==> src/leac_pkg.sv <==
package leac_pkg;
    // ==========================================================
    // register map (printed offsets are not multiples of four)
    localparam logic [11:0] LEAC_IDX_LOSS   = 12'h00d;
    localparam logic [11:0] LEAC_IDX_ERRC   = 12'h00e;
    localparam logic [11:0] LEAC_IDX_ALARM  = 12'h00f;
    localparam logic [11:0] LEAC_IDX_STAT   = 12'h020;
    localparam logic [11:0] LEAC_IDX_IEN    = 12'h021;
    localparam logic [11:0] LEAC_IDX_ICLR   = 12'h022;
    localparam logic [11:0] LEAC_IDX_CNTH   = 12'h023;
    localparam logic [11:0] LEAC_IDX_CNTL   = 12'h024;
    localparam logic [11:0] LEAC_IDX_LSTAT  = 12'h025;
    localparam logic [7:0]  LEAC_LOSS_RST   = 8'h15;
    localparam logic [7:0]  LEAC_ERRC_RST   = 8'h00;
    localparam logic [7:0]  LEAC_ALARM_RST  = 8'h00;
    // ==========================================================
    // field positions
    localparam int LEAC_B_CRIT   = 7;
    localparam int LEAC_B_EXZDEF = 7;
    localparam int LEAC_B_VINS   = 6;
    localparam int LEAC_B_EINS   = 5;
    localparam int LEAC_B_CSRC   = 2;
    localparam int LEAC_B_CMODE  = 1;
    localparam int LEAC_B_CUPD   = 0;
    localparam int LEAC_B_TRANSMIT_ALARM_FORCE  = 4;
    // ==========================================================
    // loss criteria pulse counts and timing
    localparam int LEAC_N_T1231  = 175;
    localparam int LEAC_N_I431   = 1544;
    localparam int LEAC_TXP_16   = 16;
    localparam int LEAC_TXP_32   = 32;
    localparam int LEAC_TXP_64   = 64;
    localparam int LEAC_CLK_HZ   = 25000000;
    localparam int LEAC_SEC_CYC  = LEAC_CLK_HZ;
    // status bits: 0 line loss, 1 tx loss, 2 violation done, 3 error done, 4 latch
    localparam int LEAC_NEV      = 5;

    typedef struct packed {
        logic [7:0]  loss_cfg;
        logic [7:0]  errc;
        logic [7:0]  alarm;
        logic [4:0]  stat;
        logic [4:0]  ien;
        logic [15:0] err_cnt;
        logic [15:0] err_lat;
        logic [10:0] lrun;
        logic [6:0]  trun;
        logic        line_los;
        logic        tx_los;
        logic        upd_prev;
        logic        eins_prev;
        logic        eins_pend;
        logic [31:0] sec_cnt;
        logic        dph;
        logic        dwr;
        logic [11:0] didx;
        logic        tx_tip;
        logic        tx_ring;
        logic        last_pol;
        logic        rx_data;
        logic        pat_out;
    } leac_state_t;

    typedef struct packed {
        logic        tip;
        logic        ring;
    } leac_tx_t;
endpackage : leac_pkg

==> src/leac_core.sv <==
`timescale 1ns/100ps
`default_nettype none
// Function
// - criteria bit picks loss pulse count
// - line loss after N low intervals
// - threshold field meaning depends on monitor mode
// - tx loss declared low, cleared by pulse
// - tx loss window 16, 32, 64 pulses
// - excess zeros follows ANSI or FCC
// - violation on next mark, then bit clears
// - rising error insert flips one bit
// - counter source selects counted events
// - counter mode manual or one second
// - manual rising update latches count
// - transmit alarm sends ones, not in loopback
// - receive alarm on system/line loss
// - transmit alarm on system/line loss
module leac_core
    import leac_pkg::*;
#(
    parameter int SEC_CYCLES = LEAC_SEC_CYC
) (
    // clock and reset
    input  wire logic        hclk,
    input  wire logic        hresetn,

    // ahb-lite slave
    input  wire logic        hsel,
    input  wire logic [31:0] haddr,
    input  wire logic [1:0]  htrans,
    input  wire logic        hwrite,
    input  wire logic [2:0]  hsize,
    input  wire logic [31:0] hwdata,
    input  wire logic        hready,
    output logic [31:0]      hrdata,
    output logic             hreadyout,
    output logic             hresp,
    output logic             irq,

    // line side sampled indications (one per pulse interval strobe)
    input  wire logic        pulse_tick,
    input  wire logic        rx_below_thr,
    input  wire logic        tx_below_thr,
    input  wire logic        monitor_mode,
    input  wire logic        remote_loopback,
    input  wire logic        system_loss_of_signal,

    // error event inputs
    input  wire logic        line_violation_event,
    input  wire logic        line_excess_zeros_event,
    input  wire logic        system_violation_event,
    input  wire logic        system_excess_zeros_event,
    input  wire logic        pattern_error_event,

    // transmit stream in and out
    input  wire logic        tx_mark,
    input  wire logic        tx_data_pos,
    input  wire logic        tx_data_neg,
    input  wire logic        pattern_bit,
    input  wire logic        rx_data_in,
    output logic             tx_line_tip_out,
    output logic             tx_line_ring_out,
    output logic             pattern_out,
    output logic             rx_data_out,
    output logic             line_loss_of_signal,
    output logic             transmit_loss_of_signal,
    output logic [2:0]       line_loss_threshold,
    output logic [1:0]       tx_loss_threshold,
    output logic             excess_zeros_definition,
    output logic             threshold_reserved
);
    initial begin
        if (SEC_CYCLES < 2) $error("SEC_CYCLES too small");
    end

    // all state in one struct, next value built combinationally
    leac_state_t q, d;
    logic        wr_now;
    logic        ev_cnt;
    logic [10:0] n_need;
    logic [6:0]  t_need;
    logic [2:0]  csrc;
    logic        rx_ais, tx_ais;
    logic [7:0]  wb;
    logic [7:0]  rd;
    logic        upd_rise;
    logic        sec_tick;

    // ==========================================================
    // bus decode and combinational next state
    assign wb = hwdata[7:0];
    assign csrc = q.errc[LEAC_B_CSRC +: 3];
    always_comb begin
        d        = q;
        wr_now   = q.dph && q.dwr;
        // criteria bit picks the consecutive interval count
        n_need   = q.loss_cfg[LEAC_B_CRIT] ? 11'(LEAC_N_I431) : 11'(LEAC_N_T1231);
        case (q.loss_cfg[1:0])
            2'b00:   t_need = 7'(LEAC_TXP_16);
            2'b01:   t_need = 7'(LEAC_TXP_32);
            default: t_need = 7'(LEAC_TXP_64);
        endcase

        // event picked by the source field
        case (csrc)
            3'h1:    ev_cnt = line_violation_event;
            3'h2:    ev_cnt = line_excess_zeros_event;
            3'h3:    ev_cnt = line_violation_event | line_excess_zeros_event;
            3'h4:    ev_cnt = system_violation_event;
            3'h5:    ev_cnt = system_excess_zeros_event;
            3'h6:    ev_cnt = system_violation_event | system_excess_zeros_event;
            3'h7:    ev_cnt = pattern_error_event;
            default: ev_cnt = 1'b0;
        endcase

        // address phase capture
        d.dph = hsel && hready && htrans[1];
        if (hsel && hready && htrans[1]) begin
            d.dwr  = hwrite;
            d.didx = haddr[13:2];
        end

        // line and tx loss counters over pulse intervals
        if (pulse_tick) begin
            if (rx_below_thr) begin
                if (q.lrun < n_need) d.lrun = q.lrun + 11'h001;
                if (q.lrun + 11'h001 >= n_need) d.line_los = 1'b1;
            end else begin
                d.lrun     = 11'h000;
                d.line_los = 1'b0;
            end
            if (tx_below_thr) begin
                if (q.trun < t_need) d.trun = q.trun + 7'h01;
                if (q.trun + 7'h01 >= t_need) d.tx_los = 1'b1;
            end else begin
                d.trun   = 7'h00;
                d.tx_los = 1'b0;
            end
        end

        // error counter and latch
        if (ev_cnt && q.err_cnt != 16'hffff) d.err_cnt = q.err_cnt + 16'h0001;
        sec_tick = q.sec_cnt >= 32'(SEC_CYCLES - 1);
        d.sec_cnt = sec_tick ? 32'h0 : q.sec_cnt + 32'h1;
        upd_rise = q.errc[LEAC_B_CUPD] && !q.upd_prev;
        d.upd_prev = q.errc[LEAC_B_CUPD];
        if ((q.errc[LEAC_B_CMODE] && sec_tick) ||
            (!q.errc[LEAC_B_CMODE] && upd_rise)) begin
            d.err_lat = ev_cnt ? q.err_cnt + 16'h0001 : q.err_cnt;
            d.err_cnt = 16'h0000;
            d.stat[4] = 1'b1;
        end

        // single bit error on rising insert bit
        d.eins_prev = q.errc[LEAC_B_EINS];
        if (q.errc[LEAC_B_EINS] && !q.eins_prev) d.eins_pend = 1'b1;
        d.pat_out = pattern_bit;
        if (pulse_tick && q.eins_pend) begin
            d.pat_out   = ~pattern_bit;
            d.eins_pend = 1'b0;
            d.errc[LEAC_B_EINS] = 1'b0;
            d.stat[3] = 1'b1;
        end

        // transmit line: forced ones, violation insert, or data
        tx_ais = (q.alarm[LEAC_B_TRANSMIT_ALARM_FORCE] && !remote_loopback) ||
                 (q.alarm[1] && system_loss_of_signal) ||
                 (q.alarm[0] && q.line_los);
        if (pulse_tick) begin
            if (tx_ais) begin
                // all ones alternate polarity like a normal mark stream
                d.tx_tip   = !q.last_pol;
                d.tx_ring  = q.last_pol;
                d.last_pol = !q.last_pol;
            end else if (tx_mark && q.errc[LEAC_B_VINS]) begin
                // repeat last polarity to form the violation
                d.tx_tip   = q.last_pol;
                d.tx_ring  = !q.last_pol;
                d.errc[LEAC_B_VINS] = 1'b0;
                d.stat[2] = 1'b1;
            end else begin
                d.tx_tip  = tx_data_pos;
                d.tx_ring = tx_data_neg;
                if (tx_data_pos) d.last_pol = 1'b1;
                if (tx_data_neg) d.last_pol = 1'b0;
            end
        end

        // receive data, replaced by ones while enabled loss stands
        rx_ais = (q.alarm[3] && system_loss_of_signal) ||
                 (q.alarm[2] && q.line_los);
        d.rx_data = rx_ais ? 1'b1 : rx_data_in;

        // status events
        if (d.line_los && !q.line_los) d.stat[0] = 1'b1;
        if (d.tx_los && !q.tx_los) d.stat[1] = 1'b1;

        // register writes; hardware sets win over clears, except on a status bit that was already set
        if (wr_now) begin
            case (q.didx)
                LEAC_IDX_LOSS:  d.loss_cfg = wb;
                LEAC_IDX_ERRC:  begin
                    d.errc = wb;
                    if (q.errc[LEAC_B_VINS] && !d.errc[LEAC_B_VINS] && !wb[LEAC_B_VINS])
                        d.errc[LEAC_B_VINS] = 1'b0;
                end
                LEAC_IDX_ALARM: d.alarm = {3'h0, wb[4:0]};
                LEAC_IDX_IEN:   d.ien = wb[4:0];
                LEAC_IDX_ICLR:  d.stat = q.stat & ~wb[4:0] | (d.stat & ~q.stat);
                default:        ;
            endcase
        end
    end

    // ==========================================================
    // read mux
    always_comb begin
        case (q.didx)
            LEAC_IDX_LOSS:  rd = q.loss_cfg;
            LEAC_IDX_ERRC:  rd = q.errc;
            LEAC_IDX_ALARM: rd = q.alarm;
            LEAC_IDX_STAT:  rd = {3'h0, q.stat};
            LEAC_IDX_IEN:   rd = {3'h0, q.ien};
            LEAC_IDX_CNTH:  rd = q.err_lat[15:8];
            LEAC_IDX_CNTL:  rd = q.err_lat[7:0];
            LEAC_IDX_LSTAT: rd = {6'h00, q.tx_los, q.line_los};
            default:        rd = 8'h00;
        endcase
    end

    // ==========================================================
    // state register
    always_ff @(posedge hclk or negedge hresetn) begin
        if (!hresetn) begin
            q          <= '0;
            q.loss_cfg <= LEAC_LOSS_RST;
            q.errc     <= LEAC_ERRC_RST;
            q.alarm    <= LEAC_ALARM_RST;
        end else begin
            q <= d;
        end
    end

    // outputs
    assign hrdata    = (q.dph && !q.dwr) ? {24'h0, rd} : 32'h0;
    assign hreadyout = 1'b1;
    assign hresp     = 1'b0;
    assign irq       = |(q.stat & q.ien);
    assign tx_line_tip_out         = q.tx_tip;
    assign tx_line_ring_out        = q.tx_ring;
    assign pattern_out             = q.pat_out;
    assign rx_data_out             = q.rx_data;
    assign line_loss_of_signal     = q.line_los;
    assign transmit_loss_of_signal = q.tx_los;
    assign line_loss_threshold     = q.loss_cfg[6:4];
    assign tx_loss_threshold       = q.loss_cfg[3:2];
    assign excess_zeros_definition = q.errc[LEAC_B_EXZDEF];
    // upper codes have no monitor-mode meaning
    assign threshold_reserved      = monitor_mode && q.loss_cfg[6];
endmodule // leac_core
`default_nettype wire

==> config.mk <==
export PLATFORM = sky130hd
export DESIGN_NAME = leac_core
export DESIGN_NICKNAME = d
export VERILOG_FILES = /design/src/leac_pkg.sv /design/src/leac_core.sv
export SDC_FILE = /design/constraint.sdc
export NUM_CORES = 1
export LEC_CHECK = 0
export BUFFER_PORTS_ARGS = -buffer_cell sky130_fd_sc_hd__buf_2
export CORE_ASPECT_RATIO = 1.75
export CORE_MARGIN = 4
export CORE_UTILIZATION = 57
export CTS_CLUSTER_SIZE = 12
export DETAILED_ROUTE_END_ITERATION = 8
export PLACE_DENSITY_LB_ADDON = 0.12
export SYNTH_ARGS = -nofsm -noshare
export SYNTH_HDL_FRONTEND = slang
export SYNTH_SLANG_ARGS = --single-unit
==> constraint.sdc <==
create_clock -name hclk -period 3.05 [get_ports hclk]
set_clock_uncertainty 0.2 [all_clocks]
set_input_delay 0 -clock hclk [delete_from_list [all_inputs] [get_ports hclk]]
set_output_delay 0 -clock hclk [all_outputs]
set_load 0.005 [all_outputs]
==> results of run 1 <==
metal layers:
metal | GRT usage [%] | share of wire, %
met1 | 29.80 | 38
met2 | 46.12 | 55
met3 | 4.541 | 4.0
met4 | 11.46 | 3.6
met5 | 0 | 0
state kept, by name (all words and copies together) (netlist names), 2 cells and up:
signal / flops
q: 120
csrc: 3
line_loss_threshold: 3
d: 2
tx_loss_threshold: 2
power by group through the flow:
| stage | clock network (mW) | logic (mW) | registers [mW] |
|---|---|---|---|
| floorplan | 0 | 0.213 | 1.96 |
| global placement | 0 | 0.269 | 2.00 |
| detailed placement | 0 | 0.280 | 2.01 |
| CTS | 2.05 | 0.319 | 1.98 |
| global route | 2.13 | 0.359 | 1.99 |
| finish | 2.01 | 0.319 | 1.98 |
worst reg2reg max path, stage by stage (launching register included):
cell and delay, ns:
dfrtp_1 0.38, nor4_2 0.52, nand3_2 0.27, nor3_2 0.21
buf_4 0.21, mux2_2 0.34, dlygate4sd3_1 0.56
synth_stat cells (6+ instances only):
cell type and count:
nand4_1 19, nand2_1 57, nand3_1 29, o21ai_0 18, xnor2_1 24, nor4_1 9, a31oi_1 9, buf_4 31
a21oi_1 25, xor2_1 20, dfrtp_1 134, or3_1 11, ha_1 23, clkbuf_1 19, or4_1 9, nor2_1 49
nor3_1 13, mux2_2 67, a22oi_1 9, and3_1 10, inv_1 25, o31ai_1 26, a222oi_1 6
repair_timing:
item	4_1_cts	5_1_grt
resized for setup	0	2
setup endpoints to repair	0	2
hold buffers	35	0
hold endpoints to repair	147	0
metrics by stage:
step | setup slack (ns) | hold slack [ns] | power [mW]
after floorplan | 0.2916 | -0.4956 | 2.174
after detailed placement | 0.2190 | -0.08096 | 2.289
after CTS | 0.1285 | 0.03155 | 4.341
after global placement | 0.2896 | -0.08684 | 2.273
final | 0.2294 | 0.02466 | 4.307
after global routing | 0.01003 | 0.09563 | 4.483
logic make-up after synthesis:
family          after synthesis
flops                       137
simple gates                239
compound gates              153
buf+inv                      85
fa+ha+maj                    23
xor+xnor                     44
mux                          70
other cells                   2
area by class of cell:
type	count	share of cell area, %
multi-input cells	562	43.38
flip-flops and latches	137	37.48
repair buffers	123	9.523
clock buffers	19	4.837
well taps	174	2.377
clock inverters	12	1.380
inverters	25	1.025
how the worst min path moves through the flow:
stage	start	to	slack (ns)
global route	hresetn	q[102]	0.1
CTS	tx_mark	tx_line_ring_out	0.03
global placement	hresetn	q[102]	-0.09
finish	tx_mark	tx_line_ring_out	0.02
floorplan	hresetn	csrc[0]	-0.50
detailed placement	hresetn	q[102]	-0.08
==> summary.md, run 1 <==
| Metric | Value |
|---|---|
| Status | `complete, no violations` |
| Post-Syn Instances | `753` |
| Crit Path Max Fanout | `8` |
| Gate power share | `approximately 7.4%` |
| Fin crit share | `92.48%` |
| RD Place Congestion | `roughly 0.9` |
| Placed instance area | `8227 µm²` |
| Fin Setup TNS | `0 ns` |
| Sw Share | `24.42%` |
| Power Internal | `3.255 mW` |
| Reg-to-reg critical path endpoint | `q[130]` |
| Clock network fraction of design power | `between 40% and 50%` |
| FF+latch area | `3432 µm²` |
| 1st-iter DRT viols | `approximately 340` |
| TritonCTS Sinks | `roughly 140` |
| Ports | `around 140` |
| Startpoint Class | `register` |
| Setup crit end | `q[130]` |
| Vias per cell | `5.947` |
| Category of the critical setup timing path | `register to register` |
| Final hold violation count | `0` |
| Synthesized-area fraction occupied by adder cells | `3.720%` |
| Tot GR Track Use | `26.01%` |
| Cell variety after synth | `69` |
| Area grow syn2layout | `18.39%` |
| Dpl cells | `986` |
| Area share of the largest cell type after synthesis | `43.35%` |
| Number of flops mapped to enable cells by yosys | `0` |
| Area leader, netlist | `dfrtp_1` |
| Synth Area in Compound Gates | `14.57%` |
| Reg power frac | `about 46%` |
| CTS clk-pin slew, worst paths | `~0.060 ns` |
| Routed WL | `19.40 mm` |
| Max_slew headroom | `47.81%` |
| Ys async rst share | `between 90% and 100%` |
| Final Non-Filler Cells | `1052` |
| Post-synth top flop | `dfrtp_1` |
| Reg2reg path depth | `6` |
| Crit end category | `register` |
| WL/cell | `18.44 µm` |
| Initial antenna violation count | `0` |
| Register bit total from synthesis | `about 140` |
| F_max | `between 0.3 and 0.4 GHz` |
| Synthesized area per cell | `slightly above 10 µm²` |
| CP Buf/Inv Count | `2` |
| CP Cell Sequence | `nor4_2 > nand3_2 > nor3_2 > buf_4 > mux2_2 > dlygate4sd3_1` |
| Die height | `162.1 µm` |
| Cell Area, Synth | `7735 µm²` |
| Most common cell after layout, fill and taps aside | `dfrtp_1` |
| Reg2reg setup slack | `0.23 ns` |
| Final max-slew violation count | `0` |
| Critical path origin | `q[14]` |
| Post CTS Setup Buffer Count | `0` |
| CTS Buf Count | `17` |
| Simple-Gate Fraction of Synth Area | `between 15 and 20%` |
| Vias | `roughly 6300` |
| Slowest stage delay, CP | `0.56 ns` |
| Vias in the first global route | `6327` |
| Gr ovfl total | `0` |
| Clk buf depth | `2` |
| Leak Pwr | `~4 nW` |
| Top cells by area, synth | `dfrtp_1 (43%), mux2_2 (9.8%), ha_1 (3.7%), buf_4 (3.0%), nand2_1 (2.8%)` |
| Most frequent cells in the layout | `dfrtp_1 (134), mux2_2 (67), buf_2 (62)` |
| Net total in the final layout | `around 980` |
| Final setup viols | `0` |
| Die Footprint | `15570 µm²` |
| Worst r2r src | `q[14]` |
| Min Tclk post-route | `2.821 ns` |
| XOR/XNOR Fraction of Synth Area | `4.982%` |
| CTS H-tree depth | `4` |
| Post-synthesis mux area share | `approximately a tenth` |
| Synthesis warning total | `0` |
| 1st-pass router iterations | `7` |
| Detailed-route DRC error count | `0` |
| Initial Util | `~58%` |
| Worst EP arrival | `~2.9 ns` |
| RSZ-0062 raised after global routing | `false` |
| Design Area, Final | `around 9000 µm²` |
| TritonCTS clock tree | `done` |
| Filler cells | `around 1100` |
| Pwr dens | `around 470 nW/µm²` |
| Sequential element share of the synthesized area | `~44%` |
| Hold depth | `5` |
| Critical path required time | `3.14 ns` |
| Die width | `96.06 µm` |
| Cell depth of the worst setup path | `6` |
| Routed Antenna Nets | `0` |
| ANT cells | `0` |
| Row count | `56` |
| Footprint of the multi-input gates | `just under 4000 µm²` |
| Max-cap violation count | `0` |
| Fraction of layout cells with a size suffix above 1 | `between 20% and 30%` |
| Largest family of logic cells by synthesized area | `simple AND/OR/NAND/NOR gates` |
| HPWL Detailed | `14.16 mm` |
| Root buffer cell | `clkbuf_16` |
| Crit path max-delay family | `simple AND/OR/NAND/NOR gates` |
| Largest net degree at the start of global routing | `85` |
| VDD IR max | `around 0.37 mV` |
| P_sw | `around 1.1 mW` |
| Slew at the pin with the worst max-slew slack | `0.7829 ns` |
| Number of port buffers | `63` |
| Core area | `between 10000 and 15000 µm²` |
| Clock latency on the worst-skew pair | `0.41 ns` |
| Hold crit path type | `primary input to register` |
| Slowest CP cell | `dlygate4sd3_1` |
| First-pass GRT wire length | `roughly 31 mm` |
| Post-layout util | `68.43%` |
Note: power is estimated with default switching activity, not from simulation.
==> run 2, diff against run 1 <==
--- a/config.mk
+++ b/config.mk
@@ -5,6 +5,7 @@
 export SDC_FILE = /design/constraint.sdc
 export NUM_CORES = 1
 export LEC_CHECK = 0
+export ABC_AREA = 1
 export BUFFER_PORTS_ARGS = -buffer_cell sky130_fd_sc_hd__buf_2
 export CORE_ASPECT_RATIO = 1.75
 export CORE_MARGIN = 4
==> summary.md, run 2 <==
| Metric | Value |
|---|---|
| Status | `complete, but fails checks (was complete, no violations)` |
| Failing checks | `hold timing` |
| Most common cell in the netlist | `nand2_1 (was dfrtp_1)` |
| Worst hold slack | `-0.02449 ns (was 0.02466 ns)` |
| Ys async rst share | `100.0% (unchanged)` |
| Reg2reg path depth | `15 (was 6)` |
| Cell Area, Synth | `7681 µm² (was 7735 µm²)` |
| Pwr dens | `478.0 nW/µm² (was 470.3 nW/µm²)` |
| Routed WL | `19.17 mm (was 19.40 mm)` |
| Routed Antenna Nets | `0 (unchanged)` |
| Leak Pwr | `4.525 nW (was 4.108 nW)` |
| F_max | `0.3565 GHz (was 0.3545 GHz)` |
| Register bit total from synthesis | `137 (unchanged)` |
| Worst EP arrival | `2.61 ns (was 2.91 ns)` |
| Top cells by area, synth | `dfrtp_1 (44%), nand2_1 (12%), o21ai_0 (5.4%), inv_1 (5.3%), nor2_1 (4.4%) (was dfrtp_1 (43%), mux2_2 (9.8%), ha_1 (3.7%), buf_4 (3.0%), nand2_1 (2.8%))` |
| Number of port buffers | `63 (unchanged)` |
| First-pass GRT wire length | `31.76 mm (was 31.36 mm)` |
| Fraction of layout cells with a size suffix above 1 | `11.79% (was 23.69%)` |
| Vias in the first global route | `6827 (was 6327)` |
| 1st-iter DRT viols | `344 (was 343)` |
| RSZ-0062 raised after global routing | `false (unchanged)` |
| Initial antenna violation count | `0 (unchanged)` |
| Post-layout util | `69.89% (was 68.43%)` |
| Min Tclk post-route | `2.805 ns (was 2.821 ns)` |
| ANT cells | `0 (unchanged)` |
| Critical path required time | `2.85 ns (was 3.14 ns)` |
| Final hold violation count | `7 (was 0)` |
| Synthesized area per cell | `7.854 µm² (was 10.27 µm²)` |
| Tot GR Track Use | `26.32% (was 26.01%)` |
| Hold crit path type | `primary input to async pin (was primary input to register)` |
| Post-Syn Instances | `978 (was 753)` |
| 1st-pass router iterations | `5 (was 7)` |
| CTS clk-pin slew, worst paths | `0.07 ns (was 0.06 ns)` |
| Crit end category | `output port (was register)` |
| RD Place Congestion | `0.9557 (was 0.8897)` |
| Crit Path Max Fanout | `6 (was 8)` |
| CTS Buf Count | `17 (unchanged)` |
| Die width | `95.75 µm (was 96.06 µm)` |
| Post-synth top flop | `dfrtp_1 (unchanged)` |
| Ports | `138 (unchanged)` |
| Detailed-route DRC error count | `0 (unchanged)` |
| Max-cap violation count | `0 (unchanged)` |
| Top post-synthesis cells by count | `nand2_1 (250), dfrtp_1 (134), inv_1 (109) (was dfrtp_1 (134), mux2_2 (67), nand2_1 (57))` |
| Sequential element share of the synthesized area | `44.68% (was 44.37%)` |
| Largest Register | `q (unchanged)` |
| Reg-to-reg critical path endpoint | `line_loss_of_signal (was q[130])` |
| TritonCTS clock tree | `done (unchanged)` |
| Number of flops mapped to enable cells by yosys | `0 (unchanged)` |
| Clock latency on the worst-skew pair | `0.42 ns (was 0.41 ns)` |
| Critical path origin | `q[16] (was q[14])` |
| WL/cell | `14.96 µm (was 18.44 µm)` |
| Root buffer cell | `clkbuf_16 (unchanged)` |
| HPWL Detailed | `13.75 mm (was 14.16 mm)` |
| Reg2reg setup slack | `0.38 ns (was 0.23 ns)` |
| Vias per cell | `5.334 (was 5.947)` |
| Die Footprint | `15470 µm² (was 15570 µm²)` |
| Fin Setup TNS | `0 ns (unchanged)` |
| Fin crit share | `91.98% (was 92.48%)` |
| TritonCTS Sinks | `137 (unchanged)` |
| Setup crit end | `hrdata[7] (was q[130])` |
| Area share of the largest cell type after synthesis | `43.66% (was 43.35%)` |
| Post CTS Setup Buffer Count | `0 (unchanged)` |
| Slew at the pin with the worst max-slew slack | `0.7343 ns (was 0.7829 ns)` |
| Synthesis warning total | `0 (unchanged)` |
| Row count | `55 (was 56)` |
| Most common cell after layout, fill and taps aside | `nand2_1 (was dfrtp_1)` |
| Area grow syn2layout | `18.98% (was 18.39%)` |
| Most frequent cells in the layout | `nand2_1 (250), dfrtp_1 (134), inv_1 (109) (was dfrtp_1 (134), mux2_2 (67), buf_2 (62))` |
| Clk buf depth | `2 (unchanged)` |
| VDD IR max | `0.3680 mV (was 0.3681 mV)` |
| Area leader, netlist | `dfrtp_1 (unchanged)` |
| Filler cells | `1104 (was 1051)` |
| Max reg flops | `120 (unchanged)` |
| Vias | `6838 (was 6256)` |
| Initial Util | `58.75% (was 57.80%)` |
| Category of the critical setup timing path | `register to output port (was register to register)` |
| Worst r2r src | `q[63] (was q[14])` |
| Final max-slew violation count | `0 (unchanged)` |
| Net total in the final layout | `1211 (was 979)` |
| Die height | `161.6 µm (was 162.1 µm)` |
| Core area | `13080 µm² (was 13380 µm²)` |
| Startpoint Class | `register (unchanged)` |
| Final setup viols | `0 (unchanged)` |
| Largest net degree at the start of global routing | `79 (was 85)` |
| CTS H-tree depth | `4 (unchanged)` |
| Max_slew headroom | `51.04% (was 47.81%)` |
| Gr ovfl total | `0 (unchanged)` |
| Cell variety after synth | `50 (was 69)` |
==> run 2: changes by cell type in the layout (fill, tap and decap cells not counted), moves of 18 or more <==
cell / delta
nand2_1: +193
inv_1: +84
mux2_2: -67
o21ai_0: +65
nor2_1: +41
nand3_1: +26
o31ai_1: -24
xnor2_1: -18
==> run 2: cells by family after synthesis <==
logic type               share of synthesized area (%)
adder cells (fa/ha/maj)                          3.747
buffers and inverters                            10.00
AO/OA/AOI/OAI                                    12.71
XOR/XNOR                                         3.649
flip-flops                                       44.68
other                                          0.09777
AND/OR/NAND/NOR                                  25.12
==> run 2: what timing repair did <==
action                                  in CTS  in global routing
endpoints found under the setup margin       0                  0
hold buffers                                46                  0
hold endpoints to repair                   177                  0
resized for setup                            0                  0
==> run 2: area by class of cell <==
| class | count | area [µm²] | share of cell area, % |
|---|---|---|---|
| inverters | 113 | 424.2 | 4.641 |
| well taps | 171 | 214.0 | 2.341 |
| flip-flops and latches | 137 | 3432 | 37.55 |
| multi-input cells | 708 | 3597 | 39.36 |
| clock inverters | 14 | 147.6 | 1.616 |
| clock buffers | 18 | 439.2 | 4.806 |
| repair buffers | 121 | 884.6 | 9.680 |
==> run 2: how the worst min path moves through the flow <==
stage	startpoint	endpoint	slack, ns	cells past startpoint
6_report	hresetn	q[73]	-0.02	2
5_1_grt	hresetn	q[71]	0.05	2
4_1_cts	hresetn	q[73]	0.009	2
3_5_place_dp	hresetn	q[73]	-0.12	1
3_3_place_gp	hresetn	q[71]	-0.11	1
2_1_floorplan	hresetn	csrc[0]	-0.50	0
==> run 2: stage by stage <==
stage	std cells	cell area (µm²)	worst slack (ns)	total power, mW
final	1282	9139	0.2446	4.368
after global routing	1282	9139	0.04732	4.547
after CTS	1282	9139	0.3297	4.391
after detailed placement	1204	8092	0.4056	2.297
after global placement	1204	8092	0.4578	2.288
after floorplan	1009	7797	0.6884	2.174
==> run 2: worst max-delay path, cell delays in order, from the launching register on <==
cell and delay (ns):
dfrtp_1 0.39, nor2_1 0.10, nand2_1 0.17, nor3_1 0.57, inv_1 0.09, o211ai_1 0.20
o21ai_1 0.20, a41oi_1 0.30, buf_2 0.17
==> run 2: power by group <==
| part | leakage, nW | switching, mW | internal, mW |
|---|---|---|---|
| clock network | 0.286 | 0.804 | 1.23 |
| logic | 2.53 | 0.240 | 0.161 |
| registers | 1.71 | 0.0484 | 1.89 |
==> run 2: metal layers <==
layer / GRT usage (%) / vias to the layer above / wire length, µm
li1: - / 3377 / -
met1: 27.70 / 3239 / 7044
met2: 48.08 / 160 / 10620
met3: 3.541 / 62 / 504
met4: 15.48 / 0 / 1007
met5: 0 / - / 0
==> run 3, diff against run 2 <==
==> constraint.sdc (replaced) <==
create_clock -name hclk -period 2.6 [get_ports hclk]
set_clock_uncertainty 0.2 [all_clocks]
set_input_delay 0 -clock hclk [delete_from_list [all_inputs] [get_ports hclk]]
set_output_delay 0 -clock hclk [all_outputs]
set_load 0.005 [all_outputs]
==> summary.md, run 3 (synthesized netlist as in run 2, its figures left out) <==
| Metric | Value |
|---|---|
| Max_slew headroom | `49.97% (was 51.04%)` |
| TritonCTS clock tree | `done (unchanged)` |
| Vias | `6996 (was 6838)` |
| Fin crit share | `96.83%` |
| Leak Pwr | `4.663 nW (was 4.525 nW)` |
| Fraction of layout cells with a size suffix above 1 | `15.35% (was 11.79%)` |
| Pwr dens | `586.3 nW/µm² (was 478.0 nW/µm²)` |
| Filler cells | `1045 (was 1104)` |
| Max reg flops | `120 (unchanged)` |
| 1st-iter DRT viols | `342 (was 344)` |
| Grt met1 use | `27.33% (was 27.70%)` |
| RD Place Congestion | `0.9840 (was 0.9557)` |
| Failing checks | `hold timing (unchanged)` |
| ANT cells | `0 (unchanged)` |
| Placed instance area | `8167 µm² (was 8092 µm²)` |
| Critical path required time | `2.40 ns (was 2.85 ns)` |
| Initial Util | `58.75% (unchanged)` |
| Startpoint Class | `register (unchanged)` |
| Net total in the final layout | `1228 (was 1211)` |
| Root buffer cell | `clkbuf_16 (unchanged)` |
| Routed Antenna Nets | `0 (unchanged)` |
| Reg2reg path depth | `13 (was 15)` |
| Hold crit path type | `primary input to async pin (unchanged)` |
| Die Footprint | `15470 µm² (unchanged)` |
| Row count | `55 (unchanged)` |
| Max-cap violation count | `0 (unchanged)` |
| Grt met3 use | `3.215% (was 3.541%)` |
| Reg power frac | `40.9% (was 44.3%)` |
| Clock network fraction of design power | `49.8% (was 46.5%)` |
| Area grow syn2layout | `23.54% (was 18.98%)` |
| Sw Share | `23.54% (was 25.03%)` |
| Most frequent cells in the layout | `nand2_1 (247), dfrtp_1 (134), inv_1 (107) (was nand2_1 (250), dfrtp_1 (134), inv_1 (109))` |
| Crit end category | `output port (unchanged)` |
| Critical path origin | `q[16] (unchanged)` |
| Largest Register | `q (unchanged)` |
| Worst EP arrival | `2.32 ns (was 2.61 ns)` |
| F_max | `just under 0.4 GHz` |
| Vias per cell | `5.390 (was 5.334)` |
| Power Internal | `4.254 mW (was 3.275 mW)` |
| Category of the critical setup timing path | `register to output port (unchanged)` |
| Initial antenna violation count | `0 (unchanged)` |
| Power Total | `5.564 mW (was 4.368 mW)` |
| Final hold violation count | `4 (was 7)` |
| Status | `complete, but fails checks (unchanged)` |
| Number of port buffers | `63 (unchanged)` |
| WL/cell | `15.54 µm (was 14.96 µm)` |
| Vias in the first global route | `6815 (was 6827)` |
| Most common cell after layout, fill and taps aside | `nand2_1 (unchanged)` |
| 1st-pass router iterations | `5 (unchanged)` |
| Gr ovfl total | `0 (unchanged)` |
| TritonCTS Sinks | `137 (unchanged)` |
| HPWL Detailed | `14.13 mm (was 13.75 mm)` |
| Reg2reg setup slack | `0.13 ns (was 0.38 ns)` |
| Met2 Use GR | `50.14% (was 48.08%)` |
| Routed WL | `20.17 mm (was 19.17 mm)` |
| CP Cell Sequence | `nor2_2 > nand2_4 > nor3_4 > buf_4 > nand2_1 > nand4_1 > o21ai_4 > a41oi_2 > buf_2 (was nor2_1 > nand2_1 > nor3_1 > inv_1 > o211ai_1 > o21ai_1 > a41oi_1 > buf_2)` |
| Tot GR Track Use | `26.44% (was 26.32%)` |
| First-pass GRT wire length | `31.96 mm (was 31.76 mm)` |
| CTS clk-pin slew, worst paths | `0.07 ns (about the same)` |
| Detailed-route DRC error count | `0 (unchanged)` |
| Clk buf depth | `2 (unchanged)` |
| CTS Buf Count | `17 (unchanged)` |
| Ports | `138 (unchanged)` |
| Largest net degree at the start of global routing | `79 (unchanged)` |
| Slew at the pin with the worst max-slew slack | `0.7505 ns (was 0.7343 ns)` |
| GR peak layer | `met2 (unchanged)` |
| Slowest stage delay, CP | `0.40 ns (was 0.57 ns)` |
| Final max-slew violation count | `0 (unchanged)` |
| Gate power share | `9.3% (was 9.2%)` |
| Worst hold slack | `-0.02336 ns (was -0.02449 ns)` |
| Reg-to-reg critical path endpoint | `line_loss_of_signal (unchanged)` |
| CTS H-tree depth | `4 (unchanged)` |
| P_sw | `1.310 mW (was 1.093 mW)` |
| Core area | `13080 µm² (unchanged)` |
| Design Area, Final | `9489 µm² (was 9139 µm²)` |
| Die height | `161.6 µm (unchanged)` |
| VDD IR max | `0.4878 mV (was 0.3680 mV)` |
| Die width | `95.75 µm (unchanged)` |
| Fin Setup TNS | `0 ns (unchanged)` |
| Post-layout util | `72.57% (was 69.89%)` |
| Clock latency on the worst-skew pair | `0.41 ns (was 0.42 ns)` |
| Final setup viols | `0 (unchanged)` |
| Crit Path Max Fanout | `6 (unchanged)` |
| Worst r2r src | `q[64] (was q[63])` |
| Min Tclk post-route | `roughly 2.5 ns` |
| Slowest CP cell | `dfrtp_1 (was nor3_1)` |
==> run 3: changes by cell type in the layout (fill, tap and decap cells not counted), sizes merged <==
cell / delta
buf: +19
clkinv: -6
bufinv: +4
dlygate4sd3: -2
inv: +1
==> run 3: worst max path at each step <==
| stage | to | slack, ns | cells after the start |
|---|---|---|---|
| 6_report | hrdata[7] | 0.08 | 9 |
| 5_1_grt | hrdata[3] | -0.03 | 10 |
| 4_1_cts | hrdata[7] | 0.02 | 9 |
| 3_5_place_dp | line_loss_of_signal | 0.10 | 13 |
| 3_3_place_gp | line_loss_of_signal | 0.15 | 15 |
| 2_1_floorplan | line_loss_of_signal | 0.24 | 15 |
==> run 3: area by class of cell <==
cell class	instances	area (µm²)	share of cell area [%]
inverter	113	424.2	4.470
sequential	137	3432	36.17
timing repair buffer	138	1023	10.79
multi-input combinational	708	3717	39.17
clock buffer	18	439.2	4.628
clock inverter	13	239.0	2.518
tap	171	214.0	2.255
==> run 3: through the flow <==
step,worst slack [ns],std cells
final,0.08248,1298
after global routing,-0.02580,1298
after CTS,0.01681,1291
after detailed placement,0.1007,1214
after global placement,0.1475,1214
after floorplan,0.2384,1009
==> run 3: timing repair <==
action,in CTS,in global routing
setup buffers,2,7
hold buffers,44,0
endpoints found under the hold margin,162,0
resized for setup,3,27
setup endpoints to repair,7,12
pin swaps,1,7
==> run 3: per-layer routing <==
metal  vias to the layer above  routed length [µm]
li1                       3418                   -
met1                      3322                7148
met2                       191               11470
met3                        65                 621
met5                         -                   0
met4                         0                 933
==> run 3: power groups by stage <==
stage                     clock, mW  combinational, mW  sequential (mW)
after floorplan                   0              0.259             2.29
after global placement            0              0.389             2.30
after detailed placement          0              0.397             2.30
after CTS                      2.81              0.474             2.27
after global routing           2.91              0.577             2.28
final                          2.77              0.517             2.28
==> run 3: worst max-delay path, delay by kind of cell, from the launching register on <==
kind,cells,cell delay (ns)
and+or+nand+nor,5,0.84
buffers and inverters,2,0.33
AOI/OAI and AO/OA,2,0.34
DFF,1,0.40
